--- config.mk ---
export PLATFORM = sky130hd
export DESIGN_NAME = adc_sync_ctrl
export DESIGN_NICKNAME = d
export VERILOG_FILES = /design/src/adc_sync_pkg.sv /design/src/adc_sync_ctrl.sv
export VERILOG_INCLUDE_DIRS = /design/src
export SDC_FILE = /design/constraint.sdc
export NUM_CORES = 1
export LEC_CHECK = 0
export BUFFER_PORTS_ARGS = -buffer_cell sky130_fd_sc_hd__buf_2
export CAP_MARGIN = 5
export CORE_ASPECT_RATIO = 1.2
export CORE_MARGIN = 5
export CORE_UTILIZATION = 35
export DETAILED_ROUTE_END_ITERATION = 10
export SLEW_MARGIN = 20
export SYNTH_ARGS = -nofsm -noshare
export SYNTH_HDL_FRONTEND = slang
export SYNTH_SLANG_ARGS = --single-unit
--- constraint.sdc ---
create_clock -name hclk -period 20 [get_ports hclk]
set_input_delay 1 -clock hclk [delete_from_list [all_inputs] [get_ports hclk]]
set_output_delay 1 -clock hclk [all_outputs]
set_load 0.03 [all_outputs]
--- src/adc_sync_defines.svh ---
// Register map, field positions, reset values and counts of the ADC sync block
`ifndef ADC_SYNC_DEFINES_SVH
`define ADC_SYNC_DEFINES_SVH
`define OFS_CTRL 8'h00
`define OFS_PHASE 8'h04
`define OFS_CAL 8'h08
`define OFS_STAT 8'h0C
`define OFS_DIVA 8'h10
`define OFS_DIVB 8'h14
`define OFS_DATA 8'h20
`define CTRL_RST 16'h0C00
`define PHASE_RST 7'h00
`define CAL_RST 5'h00
`define DIV_RST 6'h06
`define B_EXT_A 0
`define B_EXT_B 1
`define B_RD_A 2
`define B_RD_B 3
`define B_MUX 4
`define B_SYNC_A 7
`define B_SYNC_B 8
`define B_STAT_SEL 9
`define DIV_LSB 6
`define SLICES 8'h80
`define SETTLE_PERIODS 3'h4
`define VEC_A 16'h0030
`define VEC_B 16'h0038
`define VEC_NONE 16'h0000
`endif

--- src/adc_sync_pkg.sv ---
// Types shared by the ADC sync block
package adc_sync_pkg;
   typedef logic [15:0] sample_t;
   typedef struct packed {
      logic [15:0] ctrl;
      logic [6:0] phase;
      logic [4:0] cal;
      logic [5:0] diva;
      logic [5:0] divb;
      logic wp;
      logic [7:0] wa;
      logic [31:0] hrdata;
      logic [11:0] cnt_a;
      logic [11:0] cnt_b;
      logic m1;
      logic m2;
      logic m3;
      logic t1;
      logic t2;
      logic t3;
      logic d1;
      logic d2;
      logic rd;
      logic upd_a;
      logic upd_b;
      logic irq_a;
      logic irq_b;
      logic [15:0] vec;
      logic [2:0] settle;
      logic [4:0][15:0] data;
   } state_t;
endpackage

--- src/adc_sync_ctrl.sv ---
// ADC bank update timing, PWM alignment, calibration and settle control
`timescale 1ns/10ps
`include "adc_sync_defines.svh"

module adc_sync_ctrl
   import adc_sync_pkg::*;
(
   input wire logic hclk, // Input clock
   input wire logic hresetn, // Async reset, low
   input wire logic hsel, // Slave select
   input wire logic [31:0] haddr, // Byte address
   input wire logic [1:0] htrans, // Transfer type
   input wire logic hwrite, // Write access
   input wire logic [2:0] hsize, // Word only
   input wire logic [31:0] hwdata, // Write data
   input wire logic hready, // Bus ready
   output logic hreadyout, // Always ready
   output logic hresp, // Always OKAY
   output logic [31:0] hrdata, // Read data
   input wire logic pwm_period_marker, // PWM marker pin
   input wire logic pwm_double_update, // PWM double mode
   input wire logic conversion_trigger, // External start pin
   input wire sample_t filt_data [5], // Filter results
   output logic [2:0] expansion_select, // Mux select pins
   output logic [4:0] cal_tie_ref, // Inputs to reference
   output logic bank_a_update, // Bank A latch pulse
   output logic bank_b_update, // Bank B latch pulse
   output logic bank_a_irq, // Bank A interrupt
   output logic bank_b_irq, // Bank B interrupt
   output logic [15:0] irq_vector // Top pending vector
);

   state_t s;
   state_t n;
   logic acc;
   logic marker;
   logic trig;
   logic [6:0] eoff;
   logic lagz;
   logic [11:0] per_a;
   logic [11:0] per_b;
   logic [12:0] st_a;
   logic [12:0] st_b;
   logic fire_a;
   logic fire_b;
   logic upd_a;
   logic upd_b;
   logic wr;
   logic load;
   logic mon_tick;

   ////////////////////////////////////////////////////////////////////
   function automatic logic hit(input logic [7:0] a, input logic [7:0] o);
      return a == o;
   endfunction

   function automatic logic [11:0] clamp(input logic [11:0] v);
      return (v == 12'h000) ? 12'h001 : v;
   endfunction

   // Lag in clocks: (128 - offset) slices of field*64/128 clocks
   function automatic logic [11:0] lag(input logic [6:0] off,
                                       input logic [5:0] fld);
      logic [13:0] p;
      p = 14'((`SLICES - {1'b0, off}) * fld);
      return clamp(p[12:1]);
   endfunction

   // Divider step; restart on marker, fire at count zero
   function automatic logic [12:0] step(input logic [11:0] cnt,
                                        input logic [11:0] per,
                                        input logic restart,
                                        input logic zero_lag,
                                        input logic [11:0] lg);
      logic [11:0] p1;
      p1 = clamp(per) - 12'h001;
      if (restart && zero_lag) begin
         return {1'b1, p1};
      end else if (restart) begin
         return {1'b0, lg - 12'h001};
      end else if (cnt == 12'h000) begin
         return {1'b1, p1};
      end
      return {1'b0, cnt - 12'h001};
   endfunction

   function automatic logic [31:0] rd_word(input state_t q,
                                           input logic [7:0] a);
      logic [31:0] w;
      w = 32'h00000000;
      if (hit(a, `OFS_CTRL)) begin
         w = {16'h0000, q.ctrl};
      end else if (hit(a, `OFS_PHASE)) begin
         w = {25'h0000000, q.phase};
      end else if (hit(a, `OFS_CAL)) begin
         w = {27'h0000000, q.cal};
      end else if (hit(a, `OFS_STAT)) begin
         w = {31'h00000000, q.settle != 3'h0};
      end else if (hit(a, `OFS_DIVA)) begin
         w = {20'h00000, q.diva, 6'h00};
      end else if (hit(a, `OFS_DIVB)) begin
         w = {20'h00000, q.divb, 6'h00};
      end else begin
         for (int i = 0; i < 5; i++) begin
            if (hit(a, 8'(`OFS_DATA + 4 * i))) begin
               w = {q.data[i], 16'h0000};
            end
         end
      end
      return w;
   endfunction

   ////////////////////////////////////////////////////////////////////
   assign acc = hsel & htrans[1] & hready;
   assign wr = s.wp;
   // marker may pulse at midpoint too; both restart
   assign marker = s.m2 & ~s.m3;
   assign trig = s.t2 & ~s.t3;
   // offset ignored in double update mode
   assign eoff = s.d2 ? 7'h00 : s.phase;
   assign lagz = eoff == 7'h00;
   // only bits 6 to 11 of the divider count
   assign per_a = {s.diva, 6'h00};
   assign per_b = {s.divb, 6'h00};
   // bank A restarts on marker when locked
   // divider restart keeps fixed phase to marker
   // offset applied in 128ths of the update period
   // lag of 128 minus offset slices
   // same fraction at any ADC to PWM ratio
   assign st_a = step(s.cnt_a, per_a, s.ctrl[`B_SYNC_A] & marker, lagz,
                      lag(eoff, s.diva));
   // bank B restarts on marker when locked
   assign st_b = step(s.cnt_b, per_b, s.ctrl[`B_SYNC_B] & marker, lagz,
                      lag(eoff, s.divb));
   // zero offset fires on the marker itself
   // multiples realign at every period start
   assign fire_a = st_a[12];
   assign fire_b = st_b[12];

   // synchronized trigger edge when external selected
   assign upd_a = s.ctrl[`B_RD_A] ? s.rd :
                  s.ctrl[`B_EXT_A] ? trig : fire_a;
   assign upd_b = s.ctrl[`B_RD_B] ? s.rd :
                  s.ctrl[`B_EXT_B] ? trig : fire_b;

   assign mon_tick = s.ctrl[`B_STAT_SEL] ? fire_b : fire_a;
   // monitored bank divider writes as well
   assign load = wr & (hit(s.wa, `OFS_CTRL) | hit(s.wa, `OFS_PHASE) |
                 hit(s.wa, `OFS_CAL) |
                 (hit(s.wa, `OFS_DIVA) & ~s.ctrl[`B_STAT_SEL]) |
                 (hit(s.wa, `OFS_DIVB) & s.ctrl[`B_STAT_SEL]));

   ////////////////////////////////////////////////////////////////////
   always_comb begin
      n = s;
      // Pins pass two flops before any use
      n.m1 = pwm_period_marker;
      n.m2 = s.m1;
      n.m3 = s.m2;
      n.t1 = conversion_trigger;
      n.t2 = s.t1;
      n.t3 = s.t2;
      n.d1 = pwm_double_update;
      n.d2 = s.d1;
      n.rd = ~s.rd;
      n.cnt_a = st_a[11:0];
      n.cnt_b = st_b[11:0];
      n.wp = acc & hwrite;
      n.wa = haddr[7:0];
      // Read data fetched in address phase so hrdata is a flop
      if (acc && !hwrite) begin
         n.hrdata = rd_word(s, haddr[7:0]);
      end
      if (wr) begin
         if (hit(s.wa, `OFS_CTRL)) begin
            n.ctrl = hwdata[15:0];
         end
         if (hit(s.wa, `OFS_PHASE)) begin
            n.phase = hwdata[6:0];
         end
         if (hit(s.wa, `OFS_CAL)) begin
            n.cal = hwdata[4:0];
         end
         if (hit(s.wa, `OFS_DIVA)) begin
            n.diva = hwdata[11:`DIV_LSB];
         end
         if (hit(s.wa, `OFS_DIVB)) begin
            n.divb = hwdata[11:`DIV_LSB];
         end
      end
      // Fresh write wins over a period tick
      if (load) begin
         n.settle = `SETTLE_PERIODS;
      end else if (mon_tick && s.settle != 3'h0) begin
         n.settle = s.settle - 3'h1;
      end
      // filter words kept as given, left-justified
      // sinc3 filter output latched per bank
      for (int i = 0; i < 5; i++) begin
         if ((i < 2) ? upd_a : upd_b) begin
            n.data[i] = filt_data[i];
         end
      end
      n.upd_a = upd_a;
      n.upd_b = upd_b;
      n.irq_a = upd_a & ~s.ctrl[`B_RD_A];
      n.irq_b = upd_b & ~s.ctrl[`B_RD_B];
      // bank A ranks above bank B
      n.vec = n.irq_a ? `VEC_A : n.irq_b ? `VEC_B : `VEC_NONE;
   end

   always_ff @(posedge hclk or negedge hresetn) begin
      if (!hresetn) begin
         s <= '0;
         s.ctrl <= `CTRL_RST;
         s.phase <= `PHASE_RST;
         s.cal <= `CAL_RST;
         s.diva <= `DIV_RST;
         s.divb <= `DIV_RST;
         s.settle <= `SETTLE_PERIODS;
      end else begin
         s <= n;
      end
   end

   ////////////////////////////////////////////////////////////////////
   // Zero wait states; no error responses exist
   assign hreadyout = 1'b1;
   assign hresp = 1'b0;
   assign hrdata = s.hrdata;
   // bits 4 to 6 straight to pins
   assign expansion_select = s.ctrl[`B_MUX+2:`B_MUX];
   assign cal_tie_ref = s.cal;
   assign bank_a_update = s.upd_a;
   assign bank_b_update = s.upd_b;
   assign bank_a_irq = s.irq_a;
   assign bank_b_irq = s.irq_b;
   assign irq_vector = s.vec;
endmodule

==> reports/metrics.yaml <==
layout:
  final_common_cell: "dfrtp_1"
  syn2layout_area_growth_pct: 13.0
  layout.cells.non_filler: 1813
  drive_gt1_share_pct: 26.3
  layout_common_cells: "dfrtp_1, buf_2, mux2_2, nand2_1, inv_1"
  nets: 1585
  utilization_pct: 39.7
  fin_area_um2: 14600
cts:
  clock_path_buffers: 3
  cts_setup_buffers: 0
  postCtsHoldBufs: 0
  clock-sinks: 203
  cts_tree: "yes"
  worstSkewPairLatency_ns: 0.53
  cts-root-buf: "clkbuf_16"
  cts_made_buffers: 22
  path_clk_slew_ns: 0.07
  htreeDepth: 1
  post_cts_resized: 0
yosys:
  netlist_instances: 1228
  yosysWarnings: 0
  async_flop_share_pct: 100
  ys_ff_latch: 203
  synth-main-ff-cell: "dfrtp_1"
  synth_area_um2: 12900
  yosysSeqAreaShare_pct: 39.4
  synth_edf_count: 0
  synth_area_per_cell_um2: 10.5
  ys_types: 67
worst_setup_path:
  reg2regPathDepth: 25
  cp_slowest_stage_delay_ns: 0.78
  worstPathRequired_ns: 20.37
  worstPathMaxFanout: 12
  cp-start-kind: "register"
  criticalPathCategory: "reg -> reg"
  worstReg2RegStart: "s[104]$_DFF_PN0_"
  cp_slowest_cell: "nor2b_1"
  end_kind: "register"
  startpoint: "s[104]$_DFF_PN0_"
  cp.arrival_ns: 8.44
  r2r_setup_slack_ns: 11.93
grt:
  grt_pass1_wl_mm: 53.8
  track_usage_pct: 16.4
  grt_pass1_vias: 9900
  overflow: 0
  grt_antenna_before_repair: 8
  grt_max_degree: 128
worst_hold_path:
  hold_path.startpoint: "n[110]$_DFF_PN0_"
  worstHoldPathType: "reg -> reg"
  worstHoldPathCells: 0
die:
  core_um2: 36700
  ios: 219
  rows: 77
  die-area_um2: 40900
  die_w_um: 185
  die_h_um: 220
  start_util_pct: 35.2
routing:
  vias: 9465
  totalWireLength_mm: 33.5
  dr.pass1.iters: 6
  wl_per_cell_um: 18.5
  avgViaCountPerCell: 5.22
  remaining_drc_errors: 0
  detail-route-antenna-nets: 0
  initialDrtViolationCount: 582
placement:
  dpl.hpwl_mm: 24.7
  gp_congestion: 0.812
  io_buffers: 159
  dpl_cell_area_um2: 13800
  dp.cells: 1771
power:
  peakVddDrop_v: 0.0000812
  p_per_area_nw_per_um2: 79.3
  leakagePower_nw: 7.17
timing:
  worst_slew_pin_slew_ns: 1.12
  skew_ns: 0.0292
  relSlewSlack_pct: 24.8
  fin_tns_setup_ns: 0
  setup_viol: 0
  rsz0062_at_grt: "no"
  hold_violations: 0
  report.final.slew_viol_count: 0
  max_freq_ghz: 0.124
  period_share_pct: 40.4
  period_minus_slack_ns: 8.07
outcome:
  status: "complete, no violations"
flow_run:
  max_cap_viol_count: 0
[cell usage after synthesis (all sizes together) (12+ instances only)]
master	n	area (um^2)
buf	67	493
o21ai	51	263
a22o	21	184
nand3	23	115
ha	60	751
and3	24	150
and2	54	338
a21o	12	90.1
dfrtp	196	4900
mux2	120	1390
nand2	89	334
nor2b	16	100
a21oi	32	160
nor2	62	233
a22oi	16	120
fa	46	921
clkbuf	48	180
a222oi	21	210
xor2	24	210
inv	69	259
nor3	21	105
xnor2	30	263
[final timing paths]
| check | endpoint |
|---|---|
| max in group asynchronous | s[201]$_DFFE_PN0P_ |
| min reg2reg | n[109]$_DFF_PN0_ |
| min in group asynchronous | s[10]$_DFFE_PN0N_ |
| max reg2reg | s[122]$_DFF_PN0_ |
| max | s[122]$_DFF_PN0_ |
| min | n[109]$_DFF_PN0_ |
[cell type report]
type / instances / area, um^2
clock buffers: 32 / 618
diodes: 2 / 5.00
clock inverters: 7 / 124
multi-input cells: 854 / 6990
well taps: 474 / 593
fillers: 3579 / 22100
inverters: 69 / 259
flip-flops and latches: 203 / 5090
repair buffers: 172 / 907
[critical path, delay by kind of cell (launching register included)]
family                     cells  cell delay [ns]
AOI/OAI and AO/OA              3             0.93
xor gates and xnor gates       1             0.19
adders and majority gates      7             2.92
buffers and inverters          4             0.31
DFF                            1             0.49
and+or+nand+nor               10             3.08
[power by group]
| part | internal (W) | switching (W) | total, W |
|---|---|---|---|
| logic | 0.0000994 | 0.0000902 | 0.000190 |
| registers | 0.000491 | 0.0000544 | 0.000546 |
| clock network | 0.000254 | 0.000167 | 0.000421 |
| total | 0.000844 | 0.000312 | 0.00116 |
[layer usage]
metal	vias up	global-route usage [%]	share of wire (%)
met2	279	27.9	49
met5	-	0	0.20
li1	4448	-	-
met3	58	4.75	7.4
met4	12	4.23	1.9
met1	4668	20.5	42
[registers in the layout, indices dropped and copies added (netlist names)]
signal	flops
bank_b_update	1
hrdata	32
cal_tie_ref	5
bank_b_irq	1
bank_a_update	1
irq_vector	2
s	139
per_b	6
n	5
wr	1
expansion_select	3
per_a	6
bank_a_irq	1
[cells by family (layout without fill, tap and decap cells)]
| kind of cell | after synthesis | count (layout) | share of synthesized area, % |
|---|---|---|---|
| AO/OA/AOI/OAI | 212 | 212 | 11.7 |
| XOR/XNOR | 56 | 56 | 4.01 |
| other | 2 | 17 | 0.0582 |
| AND/OR/NAND/NOR | 340 | 340 | 13.4 |
| multiplexers | 125 | 125 | 11.2 |
| buffers and inverters | 184 | 280 | 7.22 |
| flip-flops | 203 | 203 | 39.4 |
| adder cells (fa/ha/maj) | 106 | 106 | 12.9 |
[stage by stage]
| stage | hold WS [ns] | worst slack, ns | total power, W |
|---|---|---|---|
| final | 0.360 | 11.93 | 0.00116 |
| after global routing | 0.373 | 11.37 | 0.00122 |
| after CTS | 0.363 | 11.74 | 0.00117 |
| after detailed placement | 0.342 | 11.76 | 0.000744 |
| after global placement | 0.339 | 11.88 | 0.000736 |
| after floorplan | 0.331 | 13.23 | 0.000684 |
Note: power is estimated with default switching activity, not from simulation.
